==> config.mk <==
export PLATFORM = sky130hd
export DESIGN_NAME = afe_ctrl
export DESIGN_NICKNAME = d
export VERILOG_FILES = /design/src/hw/afe_ctrl_pkg.sv /design/src/hw/afe_ctrl.sv
export SDC_FILE = /design/constraint.sdc
export NUM_CORES = 1
export LEC_CHECK = 0
export ABC_CLOCK_PERIOD_IN_PS = 1850
export BUFFER_PORTS_ARGS = -buffer_cell sky130_fd_sc_hd__buf_2
export CAP_MARGIN = 20
export CORE_ASPECT_RATIO = 1.1
export CORE_UTILIZATION = 40
export DETAILED_ROUTE_END_ITERATION = 8
export PLACE_DENSITY = 0.7
export SLEW_MARGIN = 20
export SYNTH_ARGS = -nofsm -noshare
export SYNTH_HDL_FRONTEND = slang
export SYNTH_SLANG_ARGS = --single-unit
==> constraint.sdc <==
create_clock -name clk -period 1.85 [get_ports clk]
set_input_delay 0.2775 -clock clk [delete_from_list [all_inputs] [get_ports clk]]
set_output_delay 0.2775 -clock clk [all_outputs]
set_load 0.01 [all_outputs]
==> src/hw/afe_ctrl_pkg.sv <==
// package for the voice and audio front end control bank
// assumes an apb slave with byte addresses on a 12-bit window
package afe_ctrl_pkg;

  localparam logic [11:0] voice_gain_control_off     = 12'h100;
  localparam logic [11:0] voice_circuit_control0_off = 12'h104;
  localparam logic [11:0] voice_circuit_control1_off = 12'h108;
  localparam logic [11:0] voice_power_control_off    = 12'h10c;
  localparam logic [11:0] voice_agc_control_off      = 12'h110;
  localparam logic [11:0] audio_gain_control_off     = 12'h200;
  localparam logic [11:0] audio_circuit_control_off  = 12'h204;
  localparam logic [11:0] audio_power_control_off    = 12'h208;
  localparam logic [11:0] audio_enhanced_control_off = 12'h20c;

  // masks of the implemented bits; everything else reads as zero
  localparam logic [15:0] voice_gain_mask   = 16'h01ff;
  localparam logic [15:0] voice_circ0_mask  = 16'hffff;
  localparam logic [15:0] voice_circ1_mask  = 16'hff83;
  localparam logic [15:0] voice_power_mask  = 16'h003d;
  localparam logic [15:0] voice_agc_mask    = 16'h7fff;
  localparam logic [15:0] audio_gain_mask   = 16'h03ff;
  localparam logic [15:0] audio_circ_mask   = 16'h37ff;
  localparam logic [15:0] audio_power_mask  = 16'h001f;
  localparam logic [15:0] audio_enh_mask    = 16'h01ff;

  localparam logic [15:0] voice_gain_rst   = 16'h0000;
  localparam logic [15:0] voice_circ0_rst  = 16'h0000;
  localparam logic [15:0] voice_circ1_rst  = 16'h0200;
  localparam logic [15:0] voice_power_rst  = 16'h0000;
  localparam logic [15:0] voice_agc_rst    = 16'h0000;
  localparam logic [15:0] audio_gain_rst   = 16'h0000;
  localparam logic [15:0] audio_circ_rst   = 16'h0000;
  localparam logic [15:0] audio_power_rst  = 16'h0000;
  localparam logic [15:0] audio_enh_rst    = 16'h0000;

  localparam logic [1:0] src_input0 = 2'h0;
  localparam logic [1:0] src_input1 = 2'h1;
  localparam logic [11:0] mic_bias_base_mv = 12'h76c;

  typedef struct packed {
    logic [6:0] pad;
    logic [4:0] uplink_gain;
    logic [3:0] downlink_gain0;
  } voice_gain_t;

  typedef struct packed {
    logic       voice_dc_sense_en;
    logic       mic_neg_bias_short;
    logic [1:0] mic_bias_level;
    logic       mic_single_ended;
    logic       atten_mode;
    logic       dc_coupling;
    logic [1:0] uplink_src;
    logic [1:0] out0_single_ended;
    logic [4:0] voice_bias_trim;
  } voice_circ0_t;

  typedef struct packed {
    logic       voice_depop_en;
    logic       downlink_bias_boost;
    logic       downlink_overcurrent_en;
    logic [2:0] bandgap_ctrl;
    logic       downlink_dac_bias_sel;
    logic       voice_output_float;
    logic       signed_digit_mode;
    logic [4:0] pad;
    logic       adc_loopback_mode;
    logic       dac_loopback_mode;
  } voice_circ1_t;

  typedef struct packed {
    logic [9:0] pad;
    logic       voice_bias_power;
    logic       voice_lna_power;
    logic       voice_adc_power;
    logic       voice_dac_power;
    logic       pad1;
    logic       voice_out0_power;
  } voice_power_t;

  typedef struct packed {
    logic       pad;
    logic       analog_agc_en;
    logic       agc_test;
    logic [1:0] agc_noise_duration_sel;
    logic [1:0] agc_noise_level_sel;
    logic [1:0] agc_fast_release_sel;
    logic [1:0] agc_slow_release_sel;
    logic [1:0] agc_attack_thresh_cal;
    logic       agc_attack_clock_sel;
    logic       agc_hysteresis_en;
    logic       digital_agc_en;
  } voice_agc_t;

  typedef struct packed {
    logic [5:0] pad;
    logic       audio_mute_first;
    logic       audio_mute_second;
    logic [3:0] audio_gain_right;
    logic [3:0] audio_gain_left;
  } audio_gain_t;

  typedef struct packed {
    logic [1:0] pad;
    logic       audio_short_protect_en;
    logic       audio_depop_en;
    logic       pad1;
    logic [2:0] audio_buffer_src_right;
    logic [2:0] audio_buffer_src_left;
    logic [4:0] audio_bias_trim;
  } audio_circ_t;

  typedef struct packed {
    logic [10:0] pad;
    logic        audio_bias_power;
    logic        audio_right_dac_power;
    logic        audio_left_dac_power;
    logic        audio_right_out_power;
    logic        audio_left_out_power;
  } audio_power_t;

  typedef struct packed {
    logic [6:0] pad;
    logic       enh_mic_short;
    logic [1:0] buffer_bias_sel;
    logic       old_dac_sel;
    logic [1:0] output_mux_sel;
    logic       common_mode_buffer_en;
    logic       common_mode_circuit_sel;
    logic       enh_dc_couple;
  } audio_enh_t;

  // decoded levels, gains in signed db and bias in millivolts
  typedef struct packed {
    logic signed [7:0] uplink_gain_db;
    logic signed [7:0] downlink_gain0_db;
    logic              uplink_atten_active;
    logic [11:0]       mic_bias_mv;
    logic              uplink_src_reserved;
    logic signed [7:0] audio_right_db;
    logic signed [7:0] audio_left_db;
    logic              right_src_reserved;
    logic              left_src_reserved;
    logic              output_mux_fm;
  } afe_decoded_t;

  typedef struct packed {
    voice_gain_t  vgain;
    voice_circ0_t vcirc0;
    voice_circ1_t vcirc1;
    voice_power_t vpower;
    voice_agc_t   vagc;
    audio_gain_t  again;
    audio_circ_t  acirc;
    audio_power_t apower;
    audio_enh_t   aenh;
  } afe_regs_t;

endpackage

==> src/hw/afe_ctrl.sv <==
// apb register bank holding the static controls of the voice and
// audio analog front ends, plus registered decoded gain levels
// assumes a single clock domain shared with the apb master
`timescale 1ns/1ps

// Operation
// - amplification mode uplink gain is 2 db steps from -20 db to 42 db
// - attenuation mode uses low three bits, 3 db steps down to -21 db
// - downlink gain 0 maps 2 db steps from -22 db to 8 db
// - mic bias level codes give 1.9, 2.0, 2.1 or 2.2 volts
// - voice config low bits pick input 0, input 1, fm, reserved
// - config bit 4 picks single-ended biasing, bit 2 picks dc coupling
// - config bit 3 selects attenuation, only effective for input 1
// - short bit ties negative bias to ground, otherwise to positive bias
// - dc sense bit enables dc coupled microphone sensing
// - loopback bits feed adc from dac or dac from adc
// - downlink buffer enables single bits; dac bias select resets to 1
// - signed digit bit picks 3-level modulator; float bit floats driver
// - voice power bits power up each block when 1, reset to 0
// - hysteresis enable bit; attack clock select 16 or 32 khz
// - slow and fast release clock fields select four rates each
// - noise level and noise duration fields select four values each
// - audio channel gain table -22 db to 23 db with mute bits
// - audio buffer source select codes; other codes are reserved
// - audio power bits power up bias, dacs and output buffers
// - enhanced register picks dac and common mode circuit, output mux
module afe_ctrl (
  input  wire logic                       clk,
  input  wire logic                       rst_n,
  input  wire logic [11:0]                paddr,
  input  wire logic                       psel,
  input  wire logic                       penable,
  input  wire logic                       pwrite,
  input  wire logic [31:0]                pwdata,
  output logic      [31:0]                prdata,
  output logic                            pready,
  output logic                            pslverr,
  output afe_ctrl_pkg::afe_regs_t         regs,
  output afe_ctrl_pkg::afe_decoded_t      decoded
);

  typedef struct packed {
    afe_ctrl_pkg::afe_regs_t    regs;
    afe_ctrl_pkg::afe_decoded_t dec;
    logic [31:0]                rdata;
    logic                       ready;
    logic                       err;
  } state_t;

  state_t st_q;
  state_t st_d;

  function automatic logic signed [7:0] uplink_db(input logic [4:0] code,
                                                  input logic       atten);
    logic [7:0] c;
    c = {3'h0, code};
    if (atten) begin
      uplink_db = 8'h00 - ({5'h00, c[2:0]} + {4'h0, c[2:0], 1'b0});
    end else begin
      uplink_db = {c[6:0], 1'b0} - 8'h14;
    end
  endfunction

  function automatic logic signed [7:0] audio_db(input logic [3:0] code);
    unique case (code)
      4'hf: audio_db = 8'h17;
      4'he: audio_db = 8'h14;
      4'hd: audio_db = 8'h11;
      4'hc: audio_db = 8'h0e;
      4'hb: audio_db = 8'h0d;
      4'ha: audio_db = 8'h08;
      4'h9: audio_db = 8'h05;
      4'h8: audio_db = 8'h02;
      4'h7: audio_db = 8'hff;
      4'h6: audio_db = 8'hfc;
      4'h5: audio_db = 8'hf9;
      4'h4: audio_db = 8'hf6;
      4'h3: audio_db = 8'hf3;
      4'h2: audio_db = 8'hf0;
      4'h1: audio_db = 8'hed;
      4'h0: audio_db = 8'hea;
    endcase
  endfunction

  function automatic logic src_reserved(input logic [2:0] code);
    src_reserved = (code == 3'h3) || (code > 3'h5);
  endfunction

  function automatic logic [15:0] wmask(input logic [31:0] d,
                                        input logic [15:0] m);
    wmask = d[15:0] & m;
  endfunction

  logic        setup;
  logic        wr;
  logic        hit;
  logic [15:0] rd;

  always_comb begin
    st_d  = st_q;
    setup = psel && !penable;
    wr    = psel && penable && pwrite;
    hit   = 1'b1;
    rd    = 16'h0000;
    unique case (paddr)
      afe_ctrl_pkg::voice_gain_control_off:     rd = st_q.regs.vgain;
      afe_ctrl_pkg::voice_circuit_control0_off: rd = st_q.regs.vcirc0;
      afe_ctrl_pkg::voice_circuit_control1_off: rd = st_q.regs.vcirc1;
      afe_ctrl_pkg::voice_power_control_off:    rd = st_q.regs.vpower;
      afe_ctrl_pkg::voice_agc_control_off:      rd = st_q.regs.vagc;
      afe_ctrl_pkg::audio_gain_control_off:     rd = st_q.regs.again;
      afe_ctrl_pkg::audio_circuit_control_off:  rd = st_q.regs.acirc;
      afe_ctrl_pkg::audio_power_control_off:    rd = st_q.regs.apower;
      afe_ctrl_pkg::audio_enhanced_control_off: rd = st_q.regs.aenh;
      default:                                  hit = 1'b0;
    endcase

    // answer one cycle after setup so the access phase sees ready
    st_d.ready = setup;
    st_d.err   = setup && !hit;
    if (setup) begin
      st_d.rdata = {16'h0000, rd};
    end

    // unmapped writes are dropped and flagged through pslverr
    if (wr && hit) begin
      unique case (paddr)
        afe_ctrl_pkg::voice_gain_control_off:
          st_d.regs.vgain = afe_ctrl_pkg::voice_gain_t'(
            wmask(pwdata, afe_ctrl_pkg::voice_gain_mask));
        afe_ctrl_pkg::voice_circuit_control0_off:
          st_d.regs.vcirc0 = afe_ctrl_pkg::voice_circ0_t'(
            wmask(pwdata, afe_ctrl_pkg::voice_circ0_mask));
        afe_ctrl_pkg::voice_circuit_control1_off:
          st_d.regs.vcirc1 = afe_ctrl_pkg::voice_circ1_t'(
            wmask(pwdata, afe_ctrl_pkg::voice_circ1_mask));
        afe_ctrl_pkg::voice_power_control_off:
          st_d.regs.vpower = afe_ctrl_pkg::voice_power_t'(
            wmask(pwdata, afe_ctrl_pkg::voice_power_mask));
        afe_ctrl_pkg::voice_agc_control_off:
          st_d.regs.vagc = afe_ctrl_pkg::voice_agc_t'(
            wmask(pwdata, afe_ctrl_pkg::voice_agc_mask));
        afe_ctrl_pkg::audio_gain_control_off:
          st_d.regs.again = afe_ctrl_pkg::audio_gain_t'(
            wmask(pwdata, afe_ctrl_pkg::audio_gain_mask));
        afe_ctrl_pkg::audio_circuit_control_off:
          st_d.regs.acirc = afe_ctrl_pkg::audio_circ_t'(
            wmask(pwdata, afe_ctrl_pkg::audio_circ_mask));
        afe_ctrl_pkg::audio_power_control_off:
          st_d.regs.apower = afe_ctrl_pkg::audio_power_t'(
            wmask(pwdata, afe_ctrl_pkg::audio_power_mask));
        afe_ctrl_pkg::audio_enhanced_control_off:
          st_d.regs.aenh = afe_ctrl_pkg::audio_enh_t'(
            wmask(pwdata, afe_ctrl_pkg::audio_enh_mask));
        default: ;
      endcase
    end

    // decoded levels follow the registers on the same edge
    st_d.dec.uplink_atten_active =
      st_d.regs.vcirc0.atten_mode &&
      (st_d.regs.vcirc0.uplink_src == afe_ctrl_pkg::src_input1);
    st_d.dec.uplink_gain_db = uplink_db(st_d.regs.vgain.uplink_gain,
                                        st_d.dec.uplink_atten_active);
    st_d.dec.downlink_gain0_db =
      {3'h0, st_d.regs.vgain.downlink_gain0, 1'b0} - 8'h16;
    // widen before the product: 3 * 100 would wrap at the code's width
    st_d.dec.mic_bias_mv = afe_ctrl_pkg::mic_bias_base_mv +
      ({10'h000, st_d.regs.vcirc0.mic_bias_level} * 12'h064);
    st_d.dec.uplink_src_reserved =
      (st_d.regs.vcirc0.uplink_src == 2'h3);
    st_d.dec.audio_right_db = audio_db(st_d.regs.again.audio_gain_right);
    st_d.dec.audio_left_db  = audio_db(st_d.regs.again.audio_gain_left);
    st_d.dec.right_src_reserved =
      src_reserved(st_d.regs.acirc.audio_buffer_src_right);
    st_d.dec.left_src_reserved =
      src_reserved(st_d.regs.acirc.audio_buffer_src_left);
    st_d.dec.output_mux_fm = !st_d.regs.aenh.output_mux_sel[1];
  end

  always_ff @(posedge clk or negedge rst_n) begin
    if (!rst_n) begin
      st_q.regs.vgain  <= afe_ctrl_pkg::voice_gain_t'(
                            afe_ctrl_pkg::voice_gain_rst);
      st_q.regs.vcirc0 <= afe_ctrl_pkg::voice_circ0_t'(
                            afe_ctrl_pkg::voice_circ0_rst);
      st_q.regs.vcirc1 <= afe_ctrl_pkg::voice_circ1_t'(
                            afe_ctrl_pkg::voice_circ1_rst);
      st_q.regs.vpower <= afe_ctrl_pkg::voice_power_t'(
                            afe_ctrl_pkg::voice_power_rst);
      st_q.regs.vagc   <= afe_ctrl_pkg::voice_agc_t'(
                            afe_ctrl_pkg::voice_agc_rst);
      st_q.regs.again  <= afe_ctrl_pkg::audio_gain_t'(
                            afe_ctrl_pkg::audio_gain_rst);
      st_q.regs.acirc  <= afe_ctrl_pkg::audio_circ_t'(
                            afe_ctrl_pkg::audio_circ_rst);
      st_q.regs.apower <= afe_ctrl_pkg::audio_power_t'(
                            afe_ctrl_pkg::audio_power_rst);
      st_q.regs.aenh   <= afe_ctrl_pkg::audio_enh_t'(
                            afe_ctrl_pkg::audio_enh_rst);
      // decoded values of the all-zero reset codes
      st_q.dec.uplink_gain_db      <= 8'hec;
      st_q.dec.downlink_gain0_db   <= 8'hea;
      st_q.dec.uplink_atten_active <= 1'b0;
      st_q.dec.mic_bias_mv         <= afe_ctrl_pkg::mic_bias_base_mv;
      st_q.dec.uplink_src_reserved <= 1'b0;
      st_q.dec.audio_right_db      <= 8'hea;
      st_q.dec.audio_left_db       <= 8'hea;
      st_q.dec.right_src_reserved  <= 1'b0;
      st_q.dec.left_src_reserved   <= 1'b0;
      st_q.dec.output_mux_fm       <= 1'b1;
      st_q.rdata                   <= 32'h0000_0000;
      st_q.ready                   <= 1'b0;
      st_q.err                     <= 1'b0;
    end else begin
      st_q <= st_d;
    end
  end

  assign prdata  = st_q.rdata;
  assign pready  = st_q.ready;
  assign pslverr = st_q.err;
  assign regs    = st_q.regs;
  assign decoded = st_q.dec;

endmodule

# --- Yosys cells after proc, flatten, opt, wreduce, memory -nomap -nowiden ---
# Memory sizes are Yosys's and may differ from the RTL's. A register that Yosys moved wholly into a read port is not among the register bits.
# Cells that the tools add are included.
# Widths: inputs -> output; s select.
totals:
  ff_bits: 142
  rom_bits: 256
  input_bits: 49
  n_memories: 2
classes:
  n_addsub: 5
  n_mul: 1
  n_lt_le_gt_ge: 2
  n_eq_ne: 13
  mux: 13
  n_reduce_logical: 22
mem_list:
  columns: ["memory", "words", "word_bits", "rd", "rd_ports_with_merged_regs", "wr", "line", "rtl"]
  rows:
  - ["(no name shown)", 16, 8, 1, 1, 0, "afe_ctrl.sv:65", "unique case (code)"]
  - ["(no name shown)", 16, 8, 1, 1, 0, "afe_ctrl.sv:65", null]
ops:
  columns: ["op", "count"]
  rows:
  - ["$pmux 16 s9", 1]
  - ["$mux 137", 1]
  - ["$eq 12x9->1 const B", 5]
  - ["$eq 12x10->1 const B", 4]
  - ["$mux 16", 2]
  - ["$mux 9", 2]
  - ["$reduce_and 2->1", 8]
  - ["$mux 15", 1]
  - ["$mux 14", 1]
  - ["$add 11x9->12 const A", 1]
  - ["$mux 10", 1]
  - ["$reduce_or 9->1", 1]
  - ["$mux 8", 1]
  - ["$mul 2x5->7 const B", 1]
  - ["$sub 6x5->7 const B", 1]
  - ["$eq 3x2->1 const B", 2]
  - ["$gt 3x3->1 const B", 2]
  - ["$logic_and 1x1->1", 6]
  - ["$mux 6", 1]
  - ["$sub 1x5->6 const A", 1]
  - ["$sub 5x5->6 const B", 1]
  - ["$add 3x4->5", 1]
  - ["$logic_not 1->1", 5]
  - ["$mux 5", 1]
  - ["4 further kinds", 5]

# --- Longest topological paths before layout ---
# Gate-level depths: netlist (run 1).
logic_depth:
  word_depth: 8
  depth_mapped: 13
  mapped_depth_nobuf: 10

# --- Least setup slack after synthesis (run 1) ---
# No wires, ideal clock.
synth_path:
  path_type: "in2reg"
  start: "input paddr[1]"
  end: "register st_q, in the netlist decoded[45]"
  setup_time_ns: 0.126
  arrival_time_ns: 2.553
  setup_slack_ns: -0.829
  stages: 12
  n_path_buf: 2
  cell_sequence: "nor4_4 -> and4_1 -> buf_4 -> buf_6 -> mux2i_1 -> inv_1 -> ha_1 -> nand2b_1 -> nor3_1 -> a211oi_1 -> xnor2_1 -> mux2i_1"
synth_rtl:
  columns: ["item", "line", "rtl"]
  rows:
  - ["from (decl)", "afe_ctrl.sv:30", "input wire logic [11:0] paddr,"]
  - ["to (signal assigned)", "afe_ctrl.sv:216", "st_q <= st_d;"]
  - ["to (decl)", "afe_ctrl.sv:50", "state_t st_q;"]

==> results of run 1 <==
-- power groups by stage --
stage                     Sequential [W]  Combinational (W)  Clock, W
after detailed placement         0.00322           0.000450         0
after CTS                        0.00316           0.000459   0.00354
after global placement           0.00322           0.000448         0
final                            0.00316           0.000471   0.00348
after floorplan                  0.00323           0.000294         0
after global routing             0.00316           0.000518   0.00366
-- per-stage QoR --
stage	hold WS, ns	area (um^2)	util (%)
global placement	0.225	9060	50.7
finish	0.0936	9970	55.8
global route	0.0862	9960	55.8
floorplan	-0.0181	7860	-
CTS	0.0786	9840	55.1
detailed placement	0.226	9060	50.7
-- area by class of cell --
cell class	count	area, um^2
repair buffers	295	1870
inverters	23	86.3
fillers	1571	7900
multi-input cells	427	3510
flip-flops and latches	143	3600
clock inverters	15	168
clock buffers	17	425
diodes	1	2.50
well taps	238	298
-- state kept, by name (all words and copies together), names as in the netlist --
name / count
regs: 91
decoded: 34
prdata: 16
pready: 1
pslverr: 1
-- routing by layer --
metal	vias up	global-route usage, %
met3	39	5.50
met4	2	10.7
met1	2913	28.7
li1	2665	-
met5	-	0
met2	231	37.6
-- logic make-up after synthesis --
kind of cell	after synthesis	synth area share [%]
other	1	0.0508
buffers and inverters	140	12.1
XOR/XNOR	9	1.07
AO/OA/AOI/OAI	101	9.29
multiplexers	112	16.6
flip-flops	143	48.8
adder cells (fa/ha/maj)	16	2.71
AND/OR/NAND/NOR	119	9.38
-- cells in the final DEF (no fill, tap or decap), drive strengths merged, types with 7 or more instances in the layout --
| cell | count |
|---|---|
| a21oi | 13 |
| a222oi | 8 |
| a22oi | 12 |
| buf | 294 |
| clkbuf | 17 |
| conb | 70 |
| dfrtp | 125 |
| dfstp | 18 |
| ha | 16 |
| inv | 25 |
| mux2 | 81 |
| mux2i | 31 |
| nand2 | 28 |
| nand3 | 11 |
| nor2 | 27 |
| nor2b | 7 |
| nor3 | 8 |
| nor4 | 7 |
| o21ai | 30 |
| xnor2 | 7 |
-- worst paths after layout --
kind / end / cells past startpoint / startpoint / slack (ns)
worst max register to register: decoded[43] / 8 / regs[133] / 0.23
max in group asynchronous: decoded[46] / 3 / rst_n / 0.88
min in group asynchronous: prdata[13] / 2 / rst_n / 0.33
worst min register to register: prdata[9] / 1 / prdata[9] / 0.47
worst max-delay path: decoded[43] / 12 / paddr[10] / -0.19
worst min-delay path: regs[111] / 2 / pwdata[15] / 0.09
-- repair_timing --
item / in CTS / in global routing
hold buffers: 1 / 0
endpoints found under the hold margin: 35 / 0
setup buffers: 5 / 2
endpoints found under the setup margin: 7 / 62
resized for setup: 26 / 24
pin swaps: 13 / 15
==> Flow_metrics.wiki, run 1 <==
{| class="wikitable"
! Metric !! Value
|-
| Minimum clock period || 2.04 ns
|-
| CP Capture Type || flip-flop
|-
| Met2 Wirelength || 10800 um
|-
| Data required time at the worst endpoint || 2.21 ns
|-
| Vias per cell || 5.05
|-
| Category of the worst setup path launch point || input pin
|-
| Count of unique library cells instantiated by Yosys || 60
|-
| HPWL Detailed || 15900 um
|-
| Async set-reset flop share out of synthesis || 100%
|-
| CTS buffer count || 17
|-
| Total detailed-routing wirelength || 21800 um
|-
| Largest area contributor in the synthesized netlist || dfrtp_1
|-
| Internal power consumption || 0.00541 W
|-
| Post-synthesis sequential element count || 143
|-
| Largest driver fanout on the critical path || 3
|-
| Detailed-routing iteration count for the pre-antenna-repair pass || 5
|-
| Max cap viols || 0
|-
| Starting utilization of the core area || 41.3%
|-
| Ys flop type || dfrtp_1
|-
| Number of buffer and inverter stages on the critical path || 5
|-
| Non-Filler Instances || 1159
|-
| Wire length of the first global-routing pass || 32400 um
|-
| Final TNS setup || -0.559 ns
|-
| Detailed-routed wire length on met3 || 1330 um
|-
| DIE AREA || 19000 um^2
|-
| Synth Instances || 641
|-
| Seq pwr share || 44.5%
|-
| Data arrival, critical path || 2.40 ns
|-
| Core outline area || 17900 um^2
|-
| Area delta synth->final || 35.1%
|-
| Average wire length per cell after detail routing || 18.8 um
|-
| Violations in the final reports || negative setup slack
|-
| Clock power share || 48.9%
|-
| VDD IR-drop max || 0.574 mV
|-
| Pin count of the biggest net entering global routing || 45
|-
| Final critical-path share of the clock period || 110%
|-
| Largest cells by area after synthesis || dfrtp_1, mux2_2, buf_4
|-
| Clock-pin slew on the worst setup and hold paths || 0.06 ns
|-
| Cell with the most instances after synthesis || dfrtp_1
|-
| Warnings, synthesis || 0
|-
| Highest routed metal layer || met5
|-
| Number of instances in the placed design || 1120
|-
| # IOs || 276
|-
| Synthesized area per cell || 11.5 um^2
|-
| Power density of the placed cells || 713 nW/um^2
|-
| Vias after detailed routing || 5850
|-
| Number of port buffers || 189
|-
| Pre-CTS setup slack || -0.629 ns
|-
| Post-synthesis instance area || 7380 um^2
|-
| GRT Util Overall || 23.0%
|-
| Max Buffers Root-to-Sink || 2
|-
| Setup violation total in the final timing report || 8
|-
| Top cell types by occurrence after synthesis || dfrtp_1, buf_4, mux2_2
|-
| Max stage delay cell, worst path || nor4b_4
|-
| Clk_skew || 0.00719 ns
|-
| Clk Latency, worst-skew pair || 0.43 ns
|-
| Switching power summed over all nets || 0.00170 W
|-
| Vias in the first global route || 5760
|-
| TritonCTS clock tree || done
|-
| Critical path start-end classification || input pin to flip-flop
|-
| Clk sink count || 143
|-
| Pins over their slew limit || 0
|-
| Combinational cell fraction of total power || 6.6%
|-
| Number of antenna violations at the first check in global routing || 2
|-
| Number of H-tree levels || 4
|-
| Delay-heaviest family, CP || simple AND/OR/NAND/NOR gates
|-
| Fraction of final layout cells with drive strength greater than 1 || 51.1%
|-
| Achievable clock frequency || 490 MHz
|-
| Die span in x || 132 um
|-
| Row Count || 51
|-
| Peak per-stage delay on the critical path || 0.37 ns
|-
| Number of DRC markers after the initial detailed-route iteration || 250
|-
| Status || finished with violations
|-
| Area fraction of the dominant cell type after synthesis || 42.4%
|-
| Tightest Hold Check Type || input pin to flip-flop
|-
| Die Ht || 144 um
|-
| Gpl congestion || 0.918
|-
| Overall Power || 0.00711 W
|-
| Gr ovfl total || 0
|-
| Met1 WL || 9000 um
|-
| Count of nets after finishing || 972
|-
| Number of endpoints with negative hold slack in the final report || 0
|-
| Number of design rule violations left after detail routing || 0
|-
| Setup WS post-layout || -0.190 ns
|-
| Post-route ant nets || 0
|-
| Seq/Total Area, Yosys || 48.8%
|-
| Standby leakage power || 5.25 nW
|-
| Switching share of total power || 23.9%
|-
| Clk Tree Root Cell || clkbuf_16
|-
| Count of flip-flops with a built-in enable after synthesis || 0
|-
| Setup repair after global routing missed its margin || true
|-
| Worst path cell trace || buf_8 > nor4b_4 > and4_1 > buf_6 > buf_12 > mux2i_4 > ha_4 > buf_4 > buf_6 > xnor2_2 > nand2_1 > xnor2_2
|}
Power figures use the tool's default switching activity.
==> run 2, diff against run 1 <==
CORE_UTILIZATION = 45   (was 40)
PLACE_DENSITY = 0.77   (was 0.7)
SKIP_LAST_GASP = 1   (was unset)
==> Flow_metrics.wiki, run 2 (same netlist as run 1, synthesis figures left out) <==
{| class="wikitable"
! Metric !! Value
|-
| Category of the worst setup path launch point || input pin
|-
| Power density of the placed cells || 692 nW/um^2 (-3.0%)
|-
| Placed cell area || 9070 um^2 (about the same)
|-
| Number of port buffers || 189 (unchanged)
|-
| Worst Tran Pin Value || 0.577 ns
|-
| Vias after detailed routing || 5909 (+1.0%)
|-
| Clk sink count || 143 (unchanged)
|-
| Worst hold-check slack || 0.0992 ns (+0.00565 ns)
|-
| Number of H-tree levels || 4 (unchanged)
|-
| Final critical-path share of the clock period || 112% (+1.3 points)
|-
| DIE AREA || 16900 um^2 (-11%)
|-
| Max cap viols || 0 (unchanged)
|-
| Setup violation total in the final timing report || 6 (-2)
|-
| Setup WS post-layout || -0.214 ns (-0.0243 ns)
|-
| Clk Latency, worst-skew pair || 0.43 ns (about the same)
|-
| Max FFs per register || 91 (unchanged)
|-
| Max transition margin || 61.6%
|-
| Vias in the first global route || 5623 (-2.4%)
|-
| Area of all placed cells without fillers || 10100 um^2 (+1.0%)
|-
| Number of endpoints with negative hold slack in the final report || 0 (unchanged)
|-
| CP Capture Type || flip-flop
|-
| Minimum clock period || 2.06 ns (+0.0243 ns)
|-
| Count of nets after finishing || 988 (+1.6%)
|-
| Clock-pin slew on the worst setup and hold paths || 0.06 ns (about the same)
|-
| Row Count || 48 (-5.9%)
|-
| Pre-CTS setup slack || -0.673 ns (-0.0436 ns)
|-
| Clk_skew || 0.00876 ns (+0.00157 ns)
|-
| TritonCTS clock tree || done
|-
| Max Buffers Root-to-Sink || 2 (unchanged)
|-
| Number of design rule violations left after detail routing || 0 (unchanged)
|-
| Pin count of the biggest net entering global routing || 57 (+27%)
|-
| Most common library cell in the layout ignoring fill and taps || buf_2
|-
| Setup repair after global routing missed its margin || true
|-
| Gr ovfl total || 0 (unchanged)
|-
| Tightest Hold Check Type || input pin to flip-flop
|-
| Standby leakage power || 5.34 nW (+1.9%)
|-
| Clk Tree Root Cell || clkbuf_16
|-
| Vias per cell || 5.20 (+3.0%)
|-
| # IOs || 276 (unchanged)
|-
| Wire length of the first global-routing pass || 31400 um (-3.2%)
|-
| Die span in x || 124 um (-5.6%)
|-
| Status || finished with violations
|-
| Overall Power || 0.00697 W (-2.0%)
|-
| Total detailed-routing wirelength || 21300 um (-2.1%)
|-
| HPWL Detailed || 15700 um (-1.4%)
|-
| VDD IR-drop max || 0.460 mV (-20%)
|-
| Die Ht || 136 um (-5.6%)
|-
| Number of antenna violations at the first check in global routing || 1 (-1)
|-
| Achievable clock frequency || 484 MHz (-1.2%)
|-
| Pins over their slew limit || 0 (unchanged)
|-
| Most flops, register || regs
|-
| Gpl congestion || 0.895 (-2.5%)
|-
| Critical path start-end classification || input pin to flip-flop
|-
| Data arrival, critical path || 2.37 ns (-0.03 ns)
|-
| Data required time at the worst endpoint || 2.16 ns (-0.05 ns)
|-
| Post-route ant nets || 0 (unchanged)
|-
| GRT Util Overall || 25.3% (+2.3 points)
|-
| CTS buffer count || 17 (unchanged)
|-
| Fraction of final layout cells with drive strength greater than 1 || 52.4% (+1.3 points)
|-
| Largest driver fanout on the critical path || 4 (+1)
|-
| Commonest cells after routing, fill and taps aside || buf_2, dfrtp_1, buf_4, conb_1, mux2_2
|-
| Core outline area || 15900 um^2 (-11%)
|-
| Number of DRC markers after the initial detailed-route iteration || 338 (+35%)
|-
| Starting utilization of the core area || 46.5% (+5.2 points)
|-
| Violations in the final reports || negative setup slack
|-
| Detailed-routing iteration count for the pre-antenna-repair pass || 5 (unchanged)
|-
| Average wire length per cell after detail routing || 18.7 um (-0.18%)
|-
| Area delta synth->final || 36.5%
|}
-- run 2: final cells by class --
type	instances	area [um^2]
Timing Repair Buffer	311	2000
Antenna cell	1	2.50
Inverter	23	86.3
Sequential cell	143	3600
Multi-Input combinational cell	427	3560
Clock inverter	7	90.1
Fill cell	1280	5790
Clock buffer	25	475
Tap cell	200	250
-- run 2: worst paths after layout --
kind	slack, ns	to	from	cells after the start
setup / recovery	-0.21	decoded[45]	paddr[10]	12
hold reg to reg	0.48	prdata[1]	prdata[1]	2
min in group asynchronous	0.39	decoded[24]	rst_n	2
max in group asynchronous	0.81	decoded[44]	rst_n	3
hold / removal	0.1	regs[111]	pwdata[15]	2
setup reg to reg	0.18	decoded[45]	regs[134]	7
-- run 2: layer usage --
metal / global-route usage [%] / routed length (um)
met1: 32.3 / 8900
met2: 41.4 / 10700
met3: 5.70 / 1180
met4: 9.85 / 527
met5: 0 / 0
-- run 2: what timing repair did --
action / CTS / global route
pin swaps: 10 / 18
buffers inserted: 5 / 9
cloned: 0 / 1
gates resized for setup: 23 / 46
setup endpoints to repair: 6 / 23
endpoints found under the hold margin: 45 / 0
hold buffers: 1 / 0
-- run 2: through the flow --
step,instances,setup TNS (ns),utilization (%)
after floorplan,710,-9.14,-
after global placement,1089,-29.29,57.2
after detailed placement,1089,-31.08,57.2
after CTS,1127,-0.245,61.7
after global routing,1136,-1.95,63.5
final,1137,-0.627,63.5
-- run 2: critical path: stages --
cell and delay (ns):
buf_8 0.10, nor4b_4 0.39, and4_4 0.30, buf_6 0.13, mux2i_4 0.23, inv_2 0.06, ha_4 0.27, nand2b_1 0.09
nor4_2 0.19, a211oi_2 0.07, xnor2_1 0.16, mux2i_1 0.09
-- run 2: where the power goes --
group	switching (W)	internal [W]	total, W
Clock	0.00127	0.00205	0.00332
Combinational	0.000326	0.000160	0.000487
Sequential	0.0000121	0.00315	0.00317
==> run 3, diff against run 2 <==
--- a/config.mk
+++ b/config.mk
@@ -7,3 +7,3 @@
 export LEC_CHECK = 0
-export ABC_CLOCK_PERIOD_IN_PS = 1850
+export ABC_CLOCK_PERIOD_IN_PS = 2700
 export BUFFER_PORTS_ARGS = -buffer_cell sky130_fd_sc_hd__buf_2
@@ -11,5 +11,5 @@
 export CORE_ASPECT_RATIO = 1.1
-export CORE_UTILIZATION = 45
+export CORE_UTILIZATION = 54
 export DETAILED_ROUTE_END_ITERATION = 8
-export PLACE_DENSITY = 0.77
+export PLACE_DENSITY = 0.87
 export SKIP_LAST_GASP = 1
==> constraint.sdc (replaced) <==
create_clock -name clk -period 2.7 [get_ports clk]
set_input_delay 0.405 -clock clk [delete_from_list [all_inputs] [get_ports clk]]
set_output_delay 0.405 -clock clk [all_outputs]
set_load 0.02 [all_outputs]
==> Flow_metrics.wiki, run 3 (same netlist as run 1, synthesis figures left out) <==
{| class="wikitable"
! Metric !! Value
|-
| Worst Tran Pin Value || 0.620 ns (+0.0431 ns)
|-
| Switching power summed over all nets || 0.00114 W (-29%)
|-
| Total detailed-routing wirelength || 19900 um (-6.9%)
|-
| Vias after detailed routing || 5751 (-2.7%)
|-
| Max Buffers Root-to-Sink || 2 (unchanged)
|-
| Post-route ant nets || 0 (unchanged)
|-
| Number of DRC markers after the initial detailed-route iteration || 368 (+8.9%)
|-
| Buffer count from post-CTS setup fixing || 0 (-5)
|-
| Switching share of total power || 23.5% (+0.45 points)
|-
| Clk Latency, worst-skew pair || 0.42 ns (about the same)
|-
| Area delta synth->final || 21.3%
|-
| Clk_skew || 0.00909 ns (+0.000333 ns)
|-
| Number of endpoints with negative hold slack in the final report || 0 (unchanged)
|-
| Pin count of the biggest net entering global routing || 69 (+21%)
|-
| Max FFs per register || 91 (unchanged)
|-
| VDD IR-drop max || 0.402 mV (-13%)
|-
| CTS buffer count || 17 (unchanged)
|-
| Combinational cell fraction of total power || 6.8% (-0.2 points)
|-
| Achievable clock frequency || 414 MHz
|-
| Data arrival, critical path || 2.68 ns (+0.31 ns)
|-
| Final critical-path share of the clock period || 89.5%
|-
| Max transition margin || 58.7% (-2.9 points)
|-
| Detailed-routing iteration count for the pre-antenna-repair pass || 5 (unchanged)
|-
| Number of design rule violations left after detail routing || 0 (unchanged)
|-
| Setup repair after global routing missed its margin || false
|-
| Most flops, register || regs
|-
| Core outline area || 13300 um^2 (-16%)
|-
| Number of H-tree levels || 4 (unchanged)
|-
| Pre-CTS setup slack || -0.0367 ns (+0.636 ns)
|-
| Max cap viols || 0 (unchanged)
|-
| Most common library cell in the layout ignoring fill and taps || buf_2
|-
| Data required time at the worst endpoint || 2.97 ns (+0.81 ns)
|-
| Placed cell area || 8350 um^2 (-7.9%)
|-
| Standby leakage power || 4.84 nW (-9.4%)
|-
| Die Ht || 125 um (-8.6%)
|-
| Area of all placed cells without fillers || 8950 um^2 (-11%)
|-
| Internal power consumption || 0.00371 W (-31%)
|-
| Critical path start-end classification || input pin to flip-flop
|-
| # IOs || 276 (unchanged)
|-
| Clock-pin slew on the worst setup and hold paths || 0.06 ns (about the same)
|-
| Commonest cells after routing, fill and taps aside || buf_2, dfrtp_1, mux2_2, conb_1, buf_4
|-
| Tightest Hold Check Type || input pin to flip-flop
|-
| DIE AREA || 14100 um^2 (-16%)
|-
| Clk sink count || 143 (unchanged)
|-
| GRT Util Overall || 29.0% (+3.7 points)
|-
| Final antenna diode count || 0 (-1)
|-
| Starting utilization of the core area || 55.6% (+9.1 points)
|-
| Number of antenna violations at the first check in global routing || 0 (-1)
|-
| Pins over their slew limit || 0 (unchanged)
|-
| Number of port buffers || 189 (unchanged)
|-
| Wire length of the first global-routing pass || 30700 um (-2.2%)
|-
| Vias per cell || 5.54 (+6.6%)
|-
| TritonCTS clock tree || done
|-
| HPWL Detailed || 14400 um (-8.4%)
|-
| Clk Tree Root Cell || clkbuf_16
|-
| Minimum clock period || 2.42 ns
|-
| Setup violation total in the final timing report || 0 (-6)
|-
| Power density of the placed cells || 542 nW/um^2 (-22%)
|-
| Vias in the first global route || 5550 (-1.3%)
|-
| Largest driver fanout on the critical path || 9 (+5)
|-
| Gr ovfl total || 0 (unchanged)
|-
| Row Count || 44 (-8.3%)
|-
| Gpl congestion || 0.890 (-0.51%)
|-
| Setup WS post-layout || 0.283 ns (+0.498 ns)
|-
| Status || completed
|-
| Average wire length per cell after detail routing || 19.1 um (+2.0%)
|-
| Die span in x || 113 um (-8.6%)
|-
| Fraction of final layout cells with drive strength greater than 1 || 42.2% (-10 points)
|-
| Count of nets after finishing || 906 (-8.3%)
|-
| Category of the worst setup path launch point || input pin
|-
| Clock power share || 48.5% (+0.9 points)
|-
| Seq pwr share || 44.7% (-0.7 points)
|-
| Final core area utilization || 67.5% (+4.0 points)
|-
| CP Capture Type || flip-flop
|}
-- run 3: cell types whose count changed in the layout (fill, tap and decap cells not counted), moves of 6 or more --
cell and delta:
mux2i_4 -7, buf_4 -69, ha_1 +8, mux2i_1 +8, mux2_4 -12, inv_1 +6, buf_6 -8, inv_2 -6
mux2_2 +12
-- run 3: per-stage QoR --
step | cells | power (W) | hold WS [ns] | setup TNS, ns
2_1_floorplan | 710 | 0.00247 | 0.109 | 0
3_3_place_gp | 1005 | 0.00252 | 0.439 | 0
3_5_place_dp | 1005 | 0.00253 | 0.440 | -0.0621
4_1_cts | 1038 | 0.00488 | 0.213 | 0
5_1_grt | 1038 | 0.00502 | 0.217 | 0
6_report | 1038 | 0.00485 | 0.227 | 0
-- run 3: layout make-up --
| class | instances | area, um^2 |
|---|---|---|
| well taps | 184 | 230 |
| multi-input cells | 427 | 3160 |
| fillers | 1023 | 4320 |
| clock buffers | 22 | 454 |
| inverters | 23 | 86.3 |
| flip-flops and latches | 143 | 3600 |
| clock inverters | 10 | 139 |
| repair buffers | 229 | 1280 |
-- run 3: final timing paths --
| path | start | endpoint | slack (ns) | cells after the start |
|---|---|---|---|---|
| worst max-delay path | paddr[9] | decoded[5] | 0.28 | 12 |
| worst max register to register | regs[133] | decoded[45] | 0.82 | 8 |
| min in group asynchronous | rst_n | regs[111] | 0.54 | 2 |
| worst min-delay path | pwdata[15] | regs[111] | 0.23 | 2 |
| worst min register to register | prdata[9] | prdata[9] | 0.48 | 1 |
| max in group asynchronous | rst_n | decoded[34] | 1.30 | 3 |
-- run 3: worst max-delay path, cell delays in order --
cell and delay, ns:
buf_2 0.11, buf_4 0.13, nor4b_4 0.21, and4_1 0.24, nand2_1 0.11, buf_4 0.21
mux2i_2 0.20, inv_1 0.11, ha_1 0.21, nor2b_1 0.12, a2111oi_0 0.50, a221oi_1 0.12
-- run 3: timing repair --
item	CTS	global route
hold endpoints to repair	62	0
resized for setup	0	0
hold buffers	1	0
-- run 3: power groups by stage --
stage | Combinational (W) | Sequential [W] | Clock (W)
floorplan | 0.000243 | 0.00222 | 0
global placement | 0.000318 | 0.00220 | 0
detailed placement | 0.000323 | 0.00221 | 0
CTS | 0.000326 | 0.00217 | 0.00238
global route | 0.000355 | 0.00217 | 0.00249
finish | 0.000328 | 0.00217 | 0.00235
-- run 3: per-layer routing --
| metal | GRT usage [%] | wire length [um] | share of wire [%] | up-vias |
|---|---|---|---|---|
| li1 | - | - | - | 2524 |
| met4 | 13.0 | 700 | 3.5 | 0 |
| met1 | 35.9 | 7770 | 39 | 2856 |
| met2 | 46.8 | 9820 | 49 | 316 |
| met3 | 8.56 | 1570 | 7.9 | 55 |
| met5 | 0 | 0 | 0 | - |
